## src/tec_pkg.sv

```systemverilog
// Package for the T1 receive error counter and event word block.
// Assumes one 100 MHz clock and an AXI4-Lite master with 32-bit data.
package tec_pkg;

  // Register indices; the byte address is four times the index
  localparam int unsigned    IDX_W         = 8;
  localparam logic [7:0]     IDX_LCV_HIGH  = 8'h16;
  localparam logic [7:0]     IDX_LCV_LOW   = 8'h17;
  localparam logic [7:0]     IDX_CRC_HIGH  = 8'h18;
  localparam logic [7:0]     IDX_CRC_LOW   = 8'h19;
  localparam logic [7:0]     IDX_SYNC_WORD = 8'h1b;
  localparam logic [7:0]     IDX_ERR_WORD  = 8'h1c;
  localparam logic [7:0]     IDX_CTRL      = 8'h20;
  localparam logic [7:0]     IDX_SYNC_MASK = 8'h2b;
  localparam logic [7:0]     IDX_ERR_MASK  = 8'h2c;

  // Sync and alarm event word bit positions
  localparam int unsigned    SW_TSYNC      = 7;
  localparam int unsigned    SW_MFSYNC     = 6;
  localparam int unsigned    SW_LINK_MSG   = 5;
  localparam int unsigned    SW_ALL_ONES   = 4;
  localparam int unsigned    SW_SIG_LOSS   = 3;
  localparam int unsigned    SW_SEVERE     = 2;
  localparam int unsigned    SW_TX_SLIP    = 1;
  localparam int unsigned    SW_RX_SLIP    = 0;

  // Error event word bit positions; bit 0 carries nothing
  localparam int unsigned    EW_FBIT       = 7;
  localparam int unsigned    EW_CRC        = 6;
  localparam int unsigned    EW_YELLOW     = 5;
  localparam int unsigned    EW_ALIGN      = 4;
  localparam int unsigned    EW_LCV        = 3;
  localparam int unsigned    EW_PRBS       = 2;
  localparam int unsigned    EW_DENSITY    = 1;
  localparam int unsigned    EW_UNUSED     = 0;

  // Control register fields and reset values
  localparam int unsigned    CTRL_EXZ      = 0;
  localparam int unsigned    CTRL_ZSUB     = 1;
  localparam logic [7:0]     CTRL_RST      = 8'h00;
  localparam logic [7:0]     MASK_RST      = 8'hff;
  localparam logic [7:0]     ERR_USED      = 8'hfe;

  // Line monitor thresholds
  localparam logic [4:0]     ZERO_RUN_PLAIN = 5'h10;
  localparam logic [4:0]     ZERO_RUN_ZSUB  = 5'h08;
  localparam int unsigned    DENS_N_MAX     = 23;
  localparam int unsigned    DENS_WIN_MAX   = 8 * (DENS_N_MAX + 1);

  // AXI responses
  localparam logic [1:0]     RESP_OKAY     = 2'h0;
  localparam logic [1:0]     RESP_SLVERR   = 2'h2;

  // Event inputs from the receive detectors, all synchronous to aclk
  typedef struct packed {
    logic terminal_sync;          // Level: terminal frame sync held
    logic multiframe_sync;        // Level: multiframe sync held
    logic bit_oriented_link_message_new;  // Pulse: new message accepted
    logic bit_oriented_link_message_stop; // Pulse: current message ended
    logic all_ones;               // Level: all-ones received
    logic signal_loss;            // Level: loss of signal
    logic framing_bit_strobe;     // Pulse: one framing bit checked
    logic framing_bit_error;      // With strobe: that bit was wrong
    logic tx_slip;                // Pulse: transmit buffer slip
    logic rx_slip;                // Pulse: receive buffer slip
    logic crc_fail;               // Pulse: multiframe CRC-6 failed
    logic yellow_alarm;           // Pulse: yellow alarm detected
    logic reframe_shifted;        // Pulse: reframe ended at new alignment
    logic bipolar_violation;      // Pulse: bipolar violation seen
    logic violation_in_code_word; // With violation: part of B8ZS word
    logic excess_zeros;           // Pulse: excess zeros seen
    logic test_sequence_error;    // Pulse: PRBS error on tested channel
    logic rx_bit_strobe;          // Pulse: one line bit received
    logic rx_bit_mark;            // With strobe: bit was a one
  } tec_events_s;

  // Write channel progress
  typedef enum logic [1:0] {
    WR_COLLECT = 2'b00,
    WR_RESPOND = 2'b01
  } tec_wr_state_e;

endpackage : tec_pkg

```

## src/tec_error_counters.sv

```systemverilog
// T1 receive error counters and the two read-to-clear event words.
// Assumes AXI4-Lite on aclk, event inputs synchronous to aclk.
//
// The implementer's own choice: the AXI4-Lite slave port.

// Operation
// - Keep 16-bit line violation count; low byte readable.
// - High byte of line violation count readable one index below low byte.
// - Excess-zero control low: count only violations outside zero-substitution words.
// - Excess-zero control high: count violations and excess zeros.
// - Keep 16-bit CRC-6 error count readable as high and low bytes.
// - Status bits set only when unmasked; reading a word clears it.
// - Sync word bit 7 sets on terminal sync change.
// - Sync word bit 6 sets on multiframe sync change.
// - Sync word bit 5 sets on new link message or message stop.
// - Sync word bit 4 sets on all-ones change.
// - Sync word bit 3 sets on any loss-of-signal change.
// - Sync word bit 2 sets on two framing errors within six bits.
// - Sync word bit 1 sets on transmit buffer slip.
// - Sync word bit 0 sets on receive buffer slip.
// - Error word bit 7 sets on framing bit error while synchronized.
// - Error word bit 6 sets on CRC-6 failure.
// - Error word bit 5 sets on yellow alarm.
// - Error word bit 4 sets when reframe changes alignment.
// - Error word bit 3 sets on each counted line violation.
// - Error word bit 2 sets on test sequence error.
// - Error word bit 1 sets on zero runs, or on low pulse density with zero substitution off.
module tec_error_counters #(
  parameter int unsigned ADDR_W = 12,
  parameter int unsigned CNT_W  = 16
) (
  input  wire logic                 aclk,
  input  wire logic                 aresetn,
  input  wire logic [ADDR_W-1:0]    s_axi_awaddr,
  input  wire logic                 s_axi_awvalid,
  output logic                      s_axi_awready,
  input  wire logic [31:0]          s_axi_wdata,
  input  wire logic [3:0]           s_axi_wstrb,
  input  wire logic                 s_axi_wvalid,
  output logic                      s_axi_wready,
  output logic [1:0]                s_axi_bresp,
  output logic                      s_axi_bvalid,
  input  wire logic                 s_axi_bready,
  input  wire logic [ADDR_W-1:0]    s_axi_araddr,
  input  wire logic                 s_axi_arvalid,
  output logic                      s_axi_arready,
  output logic [31:0]               s_axi_rdata,
  output logic [1:0]                s_axi_rresp,
  output logic                      s_axi_rvalid,
  input  wire logic                 s_axi_rready,
  input  wire tec_pkg::tec_events_s ev,
  output logic                      event_irq
);

  // Refuse shapes the byte registers cannot show
  if (CNT_W < 9 || CNT_W > 16 || ADDR_W < tec_pkg::IDX_W + 2) begin : g_bad_param
    $error("tec_error_counters: CNT_W must be 9..16, ADDR_W at least IDX_W+2");
  end

  tec_pkg::tec_wr_state_e   wr_state_q;
  logic                     aw_held_q;
  logic                     w_held_q;
  logic [ADDR_W-1:0]        aw_addr_q;
  logic [7:0]               wdata_q;
  logic                     wlane_q;
  logic [1:0]               bresp_q;
  logic [31:0]              rdata_q;
  logic [1:0]               rresp_q;
  logic                     rvalid_q;
  logic [7:0]               ctrl_q;
  logic [7:0]               sync_mask_q;
  logic [7:0]               err_mask_q;
  logic [7:0]               sync_word_q;
  logic [7:0]               sync_word_d;
  logic [7:0]               err_word_q;
  logic [7:0]               err_word_d;
  logic [7:0]               sync_set;
  logic [7:0]               err_set;
  logic [CNT_W-1:0]         lcv_cnt_q;
  logic [CNT_W-1:0]         crc_cnt_q;
  logic [15:0]              lcv_view;
  logic [15:0]              crc_view;
  logic                     tsync_q;
  logic                     mfsync_q;
  logic                     all_ones_q;
  logic                     sig_loss_q;
  logic [4:0]               sev_hist_q;
  logic [4:0]               zero_run_q;
  logic [4:0]               zero_run_d;
  logic [4:0]               zero_thr;
  logic [tec_pkg::DENS_WIN_MAX-1:0] hist_q;
  logic [7:0]               fill_q;
  logic [tec_pkg::DENS_N_MAX-1:0]   dens_low;
  logic                     lcv_event;
  logic                     severe_event;
  logic                     density_event;
  logic                     aw_fire;
  logic                     w_fire;
  logic                     ar_fire;
  logic                     do_write;
  logic [7:0]               wr_idx;
  logic [7:0]               rd_idx;
  logic                     wr_in_range;
  logic                     rd_in_range;
  logic                     rd_sync_clr;
  logic                     rd_err_clr;

  // Handshakes and index decode
  assign s_axi_awready = (wr_state_q == tec_pkg::WR_COLLECT) && !aw_held_q;
  assign s_axi_wready  = (wr_state_q == tec_pkg::WR_COLLECT) && !w_held_q;
  assign s_axi_arready = !rvalid_q;
  assign aw_fire       = s_axi_awvalid && s_axi_awready;
  assign w_fire        = s_axi_wvalid && s_axi_wready;
  assign ar_fire       = s_axi_arvalid && s_axi_arready;
  assign do_write      = (wr_state_q == tec_pkg::WR_COLLECT) && aw_held_q && w_held_q;
  assign wr_idx        = aw_addr_q[tec_pkg::IDX_W+1:2];
  assign rd_idx        = s_axi_araddr[tec_pkg::IDX_W+1:2];
  assign wr_in_range   = (aw_addr_q >> (tec_pkg::IDX_W + 2)) == '0;
  assign rd_in_range   = (s_axi_araddr >> (tec_pkg::IDX_W + 2)) == '0;
  assign rd_sync_clr   = ar_fire && rd_in_range && rd_idx == tec_pkg::IDX_SYNC_WORD;
  assign rd_err_clr    = ar_fire && rd_in_range && rd_idx == tec_pkg::IDX_ERR_WORD;
  assign lcv_view      = 16'(lcv_cnt_q);
  assign crc_view      = 16'(crc_cnt_q);

  // Write channel: address and data taken in either order, then answered
  always_ff @(posedge aclk) begin
    if (!aresetn) begin
      wr_state_q <= tec_pkg::WR_COLLECT;
      aw_held_q  <= 1'b0;
      w_held_q   <= 1'b0;
      aw_addr_q  <= '0;
      wdata_q    <= 8'h00;
      wlane_q    <= 1'b0;
      bresp_q    <= tec_pkg::RESP_OKAY;
    end else begin
      case (wr_state_q)
        tec_pkg::WR_COLLECT: begin
          if (aw_fire) begin
            aw_held_q <= 1'b1;
            aw_addr_q <= s_axi_awaddr;
          end
          if (w_fire) begin
            w_held_q <= 1'b1;
            wdata_q  <= s_axi_wdata[7:0];
            wlane_q  <= s_axi_wstrb[0];
          end
          if (do_write) begin
            aw_held_q  <= 1'b0;
            w_held_q   <= 1'b0;
            wr_state_q <= tec_pkg::WR_RESPOND;
            bresp_q    <= reg_mapped(wr_idx, wr_in_range) ? tec_pkg::RESP_OKAY
                                                          : tec_pkg::RESP_SLVERR;
          end
        end
        tec_pkg::WR_RESPOND: begin
          if (s_axi_bready) begin
            wr_state_q <= tec_pkg::WR_COLLECT;
          end
        end
        default: wr_state_q <= tec_pkg::WR_COLLECT;
      endcase
    end
  end

  assign s_axi_bvalid = (wr_state_q == tec_pkg::WR_RESPOND);
  assign s_axi_bresp  = bresp_q;

  // Software-written control and mask bytes; byte lane 0 only
  always_ff @(posedge aclk) begin
    if (!aresetn) begin
      ctrl_q      <= tec_pkg::CTRL_RST;
      sync_mask_q <= tec_pkg::MASK_RST;
      err_mask_q  <= tec_pkg::MASK_RST;
    end else if (do_write && wr_in_range && wlane_q) begin
      case (wr_idx)
        tec_pkg::IDX_CTRL:      ctrl_q      <= wdata_q;
        tec_pkg::IDX_SYNC_MASK: sync_mask_q <= wdata_q;
        tec_pkg::IDX_ERR_MASK:  err_mask_q  <= wdata_q;
        default: ;
      endcase
    end
  end

  // Decides whether an index answers OKAY or SLVERR
  function automatic logic reg_mapped(input logic [7:0] idx, input logic in_range);
    logic hit;
    hit = 1'b0;
    case (idx)
      tec_pkg::IDX_LCV_HIGH, tec_pkg::IDX_LCV_LOW, tec_pkg::IDX_CRC_HIGH,
      tec_pkg::IDX_CRC_LOW, tec_pkg::IDX_SYNC_WORD, tec_pkg::IDX_ERR_WORD,
      tec_pkg::IDX_CTRL, tec_pkg::IDX_SYNC_MASK, tec_pkg::IDX_ERR_MASK: hit = 1'b1;
      default: hit = 1'b0;
    endcase
    return hit && in_range;
  endfunction : reg_mapped

  // Read channel: data registered one cycle after the address is taken
  always_ff @(posedge aclk) begin
    if (!aresetn) begin
      rvalid_q <= 1'b0;
      rdata_q  <= 32'h0000_0000;
      rresp_q  <= tec_pkg::RESP_OKAY;
    end else if (ar_fire) begin
      rvalid_q <= 1'b1;
      rresp_q  <= reg_mapped(rd_idx, rd_in_range) ? tec_pkg::RESP_OKAY
                                                  : tec_pkg::RESP_SLVERR;
      case (rd_in_range ? rd_idx : 8'h00)
        tec_pkg::IDX_LCV_HIGH:  rdata_q <= {24'h0, lcv_view[15:8]};
        tec_pkg::IDX_LCV_LOW:   rdata_q <= {24'h0, lcv_view[7:0]};
        tec_pkg::IDX_CRC_HIGH:  rdata_q <= {24'h0, crc_view[15:8]};
        tec_pkg::IDX_CRC_LOW:   rdata_q <= {24'h0, crc_view[7:0]};
        tec_pkg::IDX_SYNC_WORD: rdata_q <= {24'h0, sync_word_q};
        tec_pkg::IDX_ERR_WORD:  rdata_q <= {24'h0, err_word_q};
        tec_pkg::IDX_CTRL:      rdata_q <= {24'h0, ctrl_q};
        tec_pkg::IDX_SYNC_MASK: rdata_q <= {24'h0, sync_mask_q};
        tec_pkg::IDX_ERR_MASK:  rdata_q <= {24'h0, err_mask_q};
        default:                rdata_q <= 32'h0000_0000;
      endcase
    end else if (s_axi_rready) begin
      rvalid_q <= 1'b0;
    end
  end

  assign s_axi_rvalid = rvalid_q;
  assign s_axi_rdata  = rdata_q;
  assign s_axi_rresp  = rresp_q;

  // Which line violations count, chosen by the excess-zero control
  assign lcv_event = (ev.bipolar_violation && !ev.violation_in_code_word)
                   || (ctrl_q[tec_pkg::CTRL_EXZ] && ev.excess_zeros);

  // Free-running wrap-around error counters
  always_ff @(posedge aclk) begin
    if (!aresetn) begin
      lcv_cnt_q <= '0;
      crc_cnt_q <= '0;
    end else begin
      if (lcv_event) begin
        lcv_cnt_q <= lcv_cnt_q + 1'b1;
      end
      if (ev.crc_fail) begin
        crc_cnt_q <= crc_cnt_q + 1'b1;
      end
    end
  end

  // Previous levels for change detection, framing error history
  always_ff @(posedge aclk) begin
    if (!aresetn) begin
      tsync_q    <= 1'b0;
      mfsync_q   <= 1'b0;
      all_ones_q <= 1'b0;
      sig_loss_q <= 1'b0;
      sev_hist_q <= 5'h00;
    end else begin
      tsync_q    <= ev.terminal_sync;
      mfsync_q   <= ev.multiframe_sync;
      all_ones_q <= ev.all_ones;
      sig_loss_q <= ev.signal_loss;
      if (ev.framing_bit_strobe) begin
        sev_hist_q <= {sev_hist_q[3:0], ev.framing_bit_error};
      end
    end
  end

  // Second error among the last six framing bits
  assign severe_event = ev.framing_bit_strobe && ev.framing_bit_error && (|sev_hist_q);

  // Consecutive zero run, saturating
  assign zero_thr   = ctrl_q[tec_pkg::CTRL_ZSUB] ? tec_pkg::ZERO_RUN_ZSUB
                                                 : tec_pkg::ZERO_RUN_PLAIN;
  assign zero_run_d = ev.rx_bit_mark ? 5'h00
                    : (&zero_run_q) ? zero_run_q : zero_run_q + 5'h01;

  always_ff @(posedge aclk) begin
    if (!aresetn) begin
      zero_run_q <= 5'h00;
      hist_q     <= '0;
      fill_q     <= 8'h00;
    end else if (ev.rx_bit_strobe) begin
      zero_run_q <= zero_run_d;
      hist_q     <= {hist_q[tec_pkg::DENS_WIN_MAX-2:0], ev.rx_bit_mark};
      if (fill_q != 8'(tec_pkg::DENS_WIN_MAX)) begin
        fill_q <= fill_q + 8'h01;
      end
    end
  end

  // Sliding ones count over 8(N+1) bits for each N
  for (genvar n = 1; n <= tec_pkg::DENS_N_MAX; n++) begin : g_dens
    localparam int unsigned WIN = 8 * (n + 1);
    logic [7:0] ones_q;
    logic [7:0] ones_d;
    assign ones_d = ones_q + {7'h00, ev.rx_bit_mark} - {7'h00, hist_q[WIN-1]};
    always_ff @(posedge aclk) begin
      if (!aresetn) begin
        ones_q <= 8'h00;
      end else if (ev.rx_bit_strobe) begin
        ones_q <= ones_d;
      end
    end
    assign dens_low[n-1] = (fill_q >= 8'(WIN - 1)) && (ones_d < 8'(n));
  end

  // Zero runs always, density only without zero substitution
  assign density_event = ev.rx_bit_strobe
                       && ((!ev.rx_bit_mark && zero_run_d == zero_thr)
                           || (!ctrl_q[tec_pkg::CTRL_ZSUB] && (|dens_low)));

  // Raw event vectors for the two words
  always_comb begin
    sync_set                       = 8'h00;
    sync_set[tec_pkg::SW_TSYNC]    = ev.terminal_sync != tsync_q;
    sync_set[tec_pkg::SW_MFSYNC]   = ev.multiframe_sync != mfsync_q;
    sync_set[tec_pkg::SW_LINK_MSG] = ev.bit_oriented_link_message_new
                                   || ev.bit_oriented_link_message_stop;
    sync_set[tec_pkg::SW_ALL_ONES] = ev.all_ones != all_ones_q;
    sync_set[tec_pkg::SW_SIG_LOSS] = ev.signal_loss != sig_loss_q;
    sync_set[tec_pkg::SW_SEVERE]   = severe_event;
    sync_set[tec_pkg::SW_TX_SLIP]  = ev.tx_slip;
    sync_set[tec_pkg::SW_RX_SLIP]  = ev.rx_slip;
    err_set                        = 8'h00;
    err_set[tec_pkg::EW_FBIT]      = ev.framing_bit_strobe && ev.framing_bit_error
                                   && ev.terminal_sync;
    err_set[tec_pkg::EW_CRC]       = ev.crc_fail;
    err_set[tec_pkg::EW_YELLOW]    = ev.yellow_alarm;
    err_set[tec_pkg::EW_ALIGN]     = ev.reframe_shifted;
    err_set[tec_pkg::EW_LCV]       = lcv_event;
    err_set[tec_pkg::EW_PRBS]      = ev.test_sequence_error;
    err_set[tec_pkg::EW_DENSITY]   = density_event;
  end

  // Read clears, a same-cycle unmasked event still sets
  assign sync_word_d = (sync_word_q & ~{8{rd_sync_clr}}) | (sync_set & sync_mask_q);
  assign err_word_d  = ((err_word_q & ~{8{rd_err_clr}}) | (err_set & err_mask_q))
                     & tec_pkg::ERR_USED;

  always_ff @(posedge aclk) begin
    if (!aresetn) begin
      sync_word_q <= 8'h00;
      err_word_q  <= 8'h00;
    end else begin
      sync_word_q <= sync_word_d;
      err_word_q  <= err_word_d;
    end
  end

  // Interrupt level follows the pending bits
  assign event_irq = (|sync_word_q) || (|err_word_q);
endmodule : tec_error_counters

```

## config.mk

```make
export PLATFORM = sky130hd
export DESIGN_NAME = tec_error_counters
export DESIGN_NICKNAME = d
export VERILOG_FILES = /design/src/tec_pkg.sv /design/src/tec_error_counters.sv
export SDC_FILE = /design/constraint.sdc
export NUM_CORES = 1
export LEC_CHECK = 0
export BUFFER_PORTS_ARGS = -buffer_cell sky130_fd_sc_hd__buf_2
export CAP_MARGIN = 20
export CORE_ASPECT_RATIO = 0.7
export CORE_MARGIN = 5
export CORE_UTILIZATION = 35
export DETAILED_ROUTE_END_ITERATION = 10
export GPL_ROUTABILITY_DRIVEN = 0
export GPL_TIMING_DRIVEN = 0
export PLACE_DENSITY = 0.6
export RECOVER_POWER = 50
export SLEW_MARGIN = 20
export SYNTH_ARGS = -nofsm -noshare
export SYNTH_HDL_FRONTEND = slang
export SYNTH_SLANG_ARGS = --single-unit
```

## constraint.sdc

```tcl
create_clock -name aclk -period 2.69 [get_ports aclk]
set_input_delay 0.1345 -clock aclk [delete_from_list [all_inputs] [get_ports aclk]]
set_output_delay 0.1345 -clock aclk [all_outputs]
set_load 0.03 [all_outputs]
```

# Yosys cells after proc, flatten, opt, wreduce, memory -nomap -nowiden
# Cells that the tools add are included.
# word_totals
elab_cells	290
input_bits	86
regBits	532
out_inout_bits	42
# op_classes
addsub	50
reduce_logical	78
n_eq_ne	36
muxes	23
magnitude_cmp	46
bitwise_logic	8
# ops
operator	count
8-bit by 1-bit adder with 8-bit output	23
8-bit by 1-bit subtractor with 8-bit output	23
8-bit by 5-bit == test with 1-bit output (second input constant)	18
8-bit by 6-bit == test with 1-bit output (second input constant)	9
8-bit case mux with 9 select lines	1
8-bit by 7-bit >= comparator with 1-bit output (second input constant)	8
8-bit >= comparator (second input constant)	8
8-bit by 4-bit less-than comparator with 1-bit output (second input constant)	8
8-bit by 5-bit less-than comparator with 1-bit output (second input constant)	8
1-bit logical AND	45
16-bit by 1-bit adder with 16-bit output (second input constant)	2
8-bit AND	4
8-bit by 6-bit >= comparator with 1-bit output (second input constant)	4
8-bit by 3-bit less-than comparator with 1-bit output (second input constant)	4
12-bit logical NOT	2
23-bit OR reduction	1
2-bit AND reduction	10
9-bit OR reduction	2
8-bit by 5-bit >= comparator with 1-bit output (second input constant)	2
8-bit by 2-bit less-than comparator with 1-bit output (second input constant)	2
8-bit NOT	2
8-bit bitwise OR	2
8-bit OR reduction	2
5-bit 2-to-1 mux	3
20 further kinds	48

# Logic depth before layout (Yosys ltp)
# logic_depth
depth_word	10
ltp_mapped	15
ltp_nobuf	15

# Least setup slack after synthesis
# OpenSTA, ideal clock, no wires.
# synth_path
path_type	flip-flop to flip-flop
startpoint	register g_dens[13].ones_q[0]
endpoint	register err_word_q[1]
path_stages_with_launch	14
setup_ps	78
arrival_time_ps	2805
setup_slack_ps	-193
cell_sequence	dfxtp_1 inv_1 ha_1 inv_1 ha_1 fa_1 a211oi_1 nor2_1 xor2_1 or4_1 nor3_1 a2111oi_0 and4_1 a32oi_1
# synth_via
elab_chain_cells	10
# synth_rtl
item	line_no	text
start: declaration	tec_error_counters.sv:292	logic [7:0] ones_q;
start signal: assignment	tec_error_counters.sv:299	ones_q <= ones_d;
8-bit by 1-bit adder with 8-bit output	tec_error_counters.sv:294	assign ones_d = ones_q + {7'h00, ev.rx_bit_mark} - {7'h00, hist_q[WIN-1]};
8-bit by 1-bit subtractor with 8-bit output	tec_error_counters.sv:294	
8-bit by 4-bit less-than comparator with 1-bit output	tec_error_counters.sv:302	assign dens_low[n-1] = (fill_q >= 8'(WIN - 1)) && (ones_d < 8'(n));
1-bit logical AND	tec_error_counters.sv:302	
23-bit OR reduction	tec_error_counters.sv:308	|| (!ctrl_q[tec_pkg::CTRL_ZSUB] && (|dens_low)));
1-bit logical AND	tec_error_counters.sv:308	
1-bit logical OR	tec_error_counters.sv:308	
1-bit logical AND	tec_error_counters.sv:307	&& ((!ev.rx_bit_mark && zero_run_d == zero_thr)
8-bit AND	tec_error_counters.sv:335	assign err_word_d = ((err_word_q & ~{8{rd_err_clr}}) | (err_set & err_mask_q))
8-bit bitwise OR	tec_error_counters.sv:335	
end signal: assignment	tec_error_counters.sv:344	err_word_q <= err_word_d;
end: declaration	tec_error_counters.sv:75	logic [7:0] err_word_q;
# Every way passes these cells.
# A chain may end at the register's enable or synchronous reset.

# Worst setup path after layout
# layout_path
startpoint	register hist_q[95] (netlist bit)
endpoint	register err_word_q[1]
# layout_via
elab_chain_cells	9
# layout_rtl
item	line_no	text
start: declaration	tec_error_counters.sv:91	logic [tec_pkg::DENS_WIN_MAX-1:0] hist_q;
start signal: assignment	tec_error_counters.sv:282	hist_q <= {hist_q[tec_pkg::DENS_WIN_MAX-2:0], ev.rx_bit_mark};
8-bit by 1-bit subtractor with 8-bit output	tec_error_counters.sv:294	
8-bit by 4-bit less-than comparator with 1-bit output	tec_error_counters.sv:302	
1-bit logical AND	tec_error_counters.sv:302	
23-bit OR reduction	tec_error_counters.sv:308	
1-bit logical AND	tec_error_counters.sv:308	
1-bit logical OR	tec_error_counters.sv:308	
1-bit logical AND	tec_error_counters.sv:307	
8-bit AND	tec_error_counters.sv:335	
8-bit bitwise OR	tec_error_counters.sv:335	
# Every way passes these cells.

==> results summary <==
The checks that failed: setup timing. The largest net degree at the start of global routing is 31. In this run the worst setup path begins at hist_q[95]. After global routing the overflow that remains totals 0. The worst hold-check path type is primary input to flip-flop. The total placed cells including tap cells came out at ~4,100.

The register cell area after layout came out at approximately 10,000 um2. The max capacitance violation total is 0. The setup clock skew after layout came out at 0.0391 ns. The critical path goes through ha_4, inv_2, ha_4, inv_2, fa_2, nand2b_4, a21oi_4, xor2_2, nor2_1, o21ai_1, or4_4, o311a_4, and4_1, a32oi_1. Counting both buffers and inverters, the worst setup path holds a total of 2. The met2 routed wirelength is 25.2 mm.

The clock tree from TritonCTS is built. After the last flow step, the layout net total stands at 3,486. The cell count after synthesis came out at ~3,000. The ratio of cells with drive above 1 in the final layout came out at 0.0856.

In this run the critical register-to-register path is captured at err_word_q[1]. The share of the cycle needed by the critical path after routing is 1.14. The library cell used most frequently in the layout, excluding fill and tap cells, is sky130_fd_sc_hd__dfxtp_1.

The chip height is 245 um. The count of placed standard cells in the final layout, fillers left out is 4,283. After layout, the minimum clock period comes to 3.06 ns.

The number of synthesized flops with an enable pin came out at 0. Detailed placement ended at an HPWL of 48.2 mm. The least setup slack across all paths after layout came out at -0.375 ns.

The detailed-route wire length is 66.3 mm. The floorplan step defined a die boundary enclosing between 80,000 and 90,000 um2. The via count of the first global-routing pass is 19,186. The share of synthesized area in the top cell type comes to 0.363. The core box area came out at 78,700 um2. Of the synthesized area, sequential elements account for 0.363.

Leaving out fill and tap cells, the most frequent cells in the layout are 494 x sky130_fd_sc_hd__dfxtp_1, 359 x sky130_fd_sc_hd__nor2b_1, 358 x sky130_fd_sc_hd__mux2i_1. The largest single stage delay on the critical path is 0.62 ns. The final-layout fill cell count came out at 7,806. The TritonCTS sink count is 502. The number of storage elements in the synthesis netlist came out at 502. The number of H-tree levels is 2.

The routed length per placed instance came out at 15.5 um. The buffer depth of the longest clock path is 3. After routing, the total negative slack on setup checks comes to -2.93 ns. The reg2reg setup slack is -0.37 ns. The first-pass GRT wire length is about 110 mm. The flow ran to the end, but the final reports show violations. In this run the worst setup path terminates at err_word_q[1]. The number of failing setup endpoints in the final timing report came out at 13. STA classifies the critical path endpoint as a flip-flop. The worst register-to-register path begins at hist_q[95]. The overall via count from detail_route is 20,476.

The worst hold path begins at ev[8]. The required time at the worst-slack endpoint is 3.21 ns. Clock tree synthesis inserted a total of 49 buffers.

The kind of cell with the highest combined delay along the critical path is simple AND/OR/NAND/NOR gates. Power comes to between 20 and 30 mW. The utilization after layout came out at 0.407. Setup repair after global routing could not meet its margin everywhere. The final antenna-violating net count is 0. The highest fanout seen on the critical path is 3. The number of pins with negative max-slew slack in the final report came out at 0. The biggest area contributor in the post-synthesis netlist is sky130_fd_sc_hd__dfxtp_1. The wire length on met1 came out at 36.0 mm. At the pin with the least slew margin, the transition time is 1.29 ns. The number of cells on the worst reg-to-reg path is 14. The overall die width came out at 346 um. The cell sitting at the root of the clock tree is a sky130_fd_sc_hd__clkbuf_16. The number of antenna violations at the first check in global routing came out at 3. The clock transition at the register clock pins on the worst setup and hold paths after CTS came out at 0.07 ns. The largest individual stage delay along the critical path comes from the cell sky130_fd_sc_hd__or4_4. Timing would allow up to approximately 330 MHz. The number of warnings reported in the yosys synthesis log came out at 0. The initial standard-cell utilization of the core is 0.352. The critical path depth in cells came out at 14. The arrival time at the worst endpoint came out at roughly 3.6 ns. The area of combinational cells with multiple inputs came out at 16,600 um2. Among all flip-flop cells after synthesis, the most frequent one is sky130_fd_sc_hd__dfxtp_1.

The average via count per standard cell is 4.78. For this run, the detailed router's first-pass iteration total came to 6. The final hold violation count is 0. The static power due to leakage is about 13 nW. The proportion of synthesized flip-flops having asynchronous set or reset is 0. The topmost layer with routed signal wires is met4. The combined global-route utilization of all metal layers came out at 0.151. The cell area that synthesis handed to floorplanning was approximately 28,000 um2. The worst slew slack as a fraction of its limit is 0.139. The count of routing violations after the opening detailed-route iteration came out at 1,435. The clock latency reported for the late side of the worst-skew pair came out at about 0.62 ns. For this design the top-level I/O count stands at 128. The count of cell types in the netlist came out at 70. The growth of design area from synthesis to finish is 15.6%. The critical path class is flip-flop to flip-flop. The row count came out at 86.

Dividing the synthesized area by the synthesized cell count gives 9.26 um2. The count of buffers inserted at the top-level ports is 67. The maximum vdd ir drop came out at 0.000459 V. The startpoint class of the critical path is a flip-flop. The cell area power density came out at 821 nW/um2. Sorting the synthesized cells by area gives the leading types as sky130_fd_sc_hd__dfxtp_1 36%, sky130_fd_sc_hd__mux2i_1 13%, sky130_fd_sc_hd__ha_1 8.5%.

The met3 wire length came out at 4.00 mm. The total DRC errors in the routed layout is 0.
==> sequential cells by signal (all words and copies together), names as in the netlist, 5 cells and up <==
register,count
fill_q,8
ctrl_q,8
sync_word_q,8
sev_hist_q,5
zero_run_q,5
err_word_q,7
lcv_cnt_q,16
aw_addr_q,10
wdata_q,8
hist_q,192
g_dens.ones_q,184
err_mask_q,8
crc_cnt_q,16
s_axi_rdata,8
sync_mask_q,8
==> final cells by class <==
type,instances,share of cell area
Buffer,152,0.0209
Timing Repair Buffer,118,0.0248
Sequential cell,502,0.314
Antenna cell,3,0.000234
Clock inverter,21,0.00687
Tap cell,1056,0.0412
Clock buffer,66,0.0428
Inverter,255,0.0299
Multi-Input combinational cell,2110,0.519
==> worst register-to-register path: stages, from the launching register on <==
cell,delay (ns)
sky130_fd_sc_hd__dfxtp_2,0.37
sky130_fd_sc_hd__ha_4,0.21
sky130_fd_sc_hd__inv_2,0.06
sky130_fd_sc_hd__ha_4,0.12
sky130_fd_sc_hd__inv_2,0.04
sky130_fd_sc_hd__fa_2,0.37
sky130_fd_sc_hd__nand2b_4,0.17
sky130_fd_sc_hd__a21oi_4,0.17
sky130_fd_sc_hd__xor2_2,0.09
sky130_fd_sc_hd__nor2_1,0.09
sky130_fd_sc_hd__o21ai_1,0.09
sky130_fd_sc_hd__or4_4,0.62
sky130_fd_sc_hd__o311a_4,0.19
sky130_fd_sc_hd__and4_1,0.21
sky130_fd_sc_hd__a32oi_1,0.18
==> through the flow <==
stage / cell area (um2) / hold WS, ns / setup WS (ns)
5_1_grt: 32000 / 0.0578 / -0.513
3_5_place_dp: 29500 / 0.371 / -1.20
4_1_cts: 31700 / 0.0157 / -0.382
6_report: 32000 / 0.0556 / -0.375
2_1_floorplan: 27900 / 0.256 / -0.0215
3_3_place_gp: 29500 / 0.367 / -1.21
==> cell usage after synthesis (5+ instances only) <==
master                       n
sky130_fd_sc_hd__ha_1      189
sky130_fd_sc_hd__nor3_1     34
sky130_fd_sc_hd__a21boi_0   36
sky130_fd_sc_hd__nor3b_1    12
sky130_fd_sc_hd__a32o_1      6
sky130_fd_sc_hd__buf_4      26
sky130_fd_sc_hd__or4_1      10
sky130_fd_sc_hd__nor4b_1     5
sky130_fd_sc_hd__nor2_1    119
sky130_fd_sc_hd__nand2_1   143
sky130_fd_sc_hd__a211oi_1   20
sky130_fd_sc_hd__a31oi_1     8
sky130_fd_sc_hd__o22ai_1     6
sky130_fd_sc_hd__or3_1      13
sky130_fd_sc_hd__nand2b_1   19
sky130_fd_sc_hd__nand3_1    39
sky130_fd_sc_hd__a22oi_1    11
sky130_fd_sc_hd__and3_1     15
sky130_fd_sc_hd__fa_1       23
sky130_fd_sc_hd__xor2_1     50
sky130_fd_sc_hd__a222oi_1   13
sky130_fd_sc_hd__o21bai_1   22
sky130_fd_sc_hd__and2_1     60
sky130_fd_sc_hd__dfxtp_1   502
sky130_fd_sc_hd__xnor2_1   149
sky130_fd_sc_hd__a21oi_1    92
sky130_fd_sc_hd__a21o_1     32
sky130_fd_sc_hd__buf_1      35
sky130_fd_sc_hd__o21ai_0    76
sky130_fd_sc_hd__nor4_1     13
sky130_fd_sc_hd__mux2i_1   358
sky130_fd_sc_hd__o211a_1    30
sky130_fd_sc_hd__inv_1     255
sky130_fd_sc_hd__o211ai_1   10
sky130_fd_sc_hd__o41ai_1    10
sky130_fd_sc_hd__o21a_1     22
sky130_fd_sc_hd__nand4_1    19
sky130_fd_sc_hd__mux2_2      7
sky130_fd_sc_hd__nor2b_1   360
sky130_fd_sc_hd__clkbuf_1   91
==> power breakdown <==
| group | switching [mW] | total (mW) | internal (mW) | leakage (nW) |
|---|---|---|---|---|
| Clock | 3.07 | 7.02 | 3.96 | 0.785 |
| Combinational | 5.63 | 10.5 | 4.85 | 8.29 |
| Sequential | 0.602 | 8.80 | 8.20 | 4.09 |
| Total | 9.30 | 26.3 | 17.0 | 13.2 |
==> worst min path at each step <==
| stage | slack, ns | cells past startpoint | to |
|---|---|---|---|
| after floorplan | 0.26 | 1 | all_ones_q |
| after global placement | 0.37 | 2 | mfsync_q |
| after detailed placement | 0.37 | 2 | mfsync_q |
| after CTS | 0.02 | 3 | crc_cnt_q[1] |
| after global routing | 0.06 | 2 | err_word_q[6] |
| final | 0.06 | 3 | crc_cnt_q[1] |
==> repair_timing <==
action	4_1_cts	5_1_grt
endpoints found under the setup margin	13	32
gates resized for setup	44	65
buffers inserted	3	9
hold buffers	38	0
pin swaps	25	32
hold endpoints to repair	42	0
==> logic make-up (layout without fill, tap and decap cells) <==
| family | count (synthesis) | after routing | share of synthesized area |
|---|---|---|---|
| AOI/OAI and AO/OA | 427 | 427 | 0.106 |
| adders and majority gates | 212 | 212 | 0.102 |
| DFF | 502 | 502 | 0.363 |
| and+or+nand+nor | 881 | 881 | 0.175 |
| other | 1 | 29 | 0.000135 |
| buffers and inverters | 407 | 612 | 0.0586 |
| xor gates and xnor gates | 199 | 199 | 0.0629 |
| muxes | 365 | 365 | 0.132 |
==> per-layer routing <==
| metal | up-vias | GRT usage |
|---|---|---|
| met3 | 68 | 0.0280 |
| met4 | 0 | 0.0326 |
| li1 | 10531 | - |
| met2 | 390 | 0.204 |
| met5 | - | 0 |
| met1 | 9487 | 0.243 |
No activity file was read; power rests on OpenSTA's default activity.
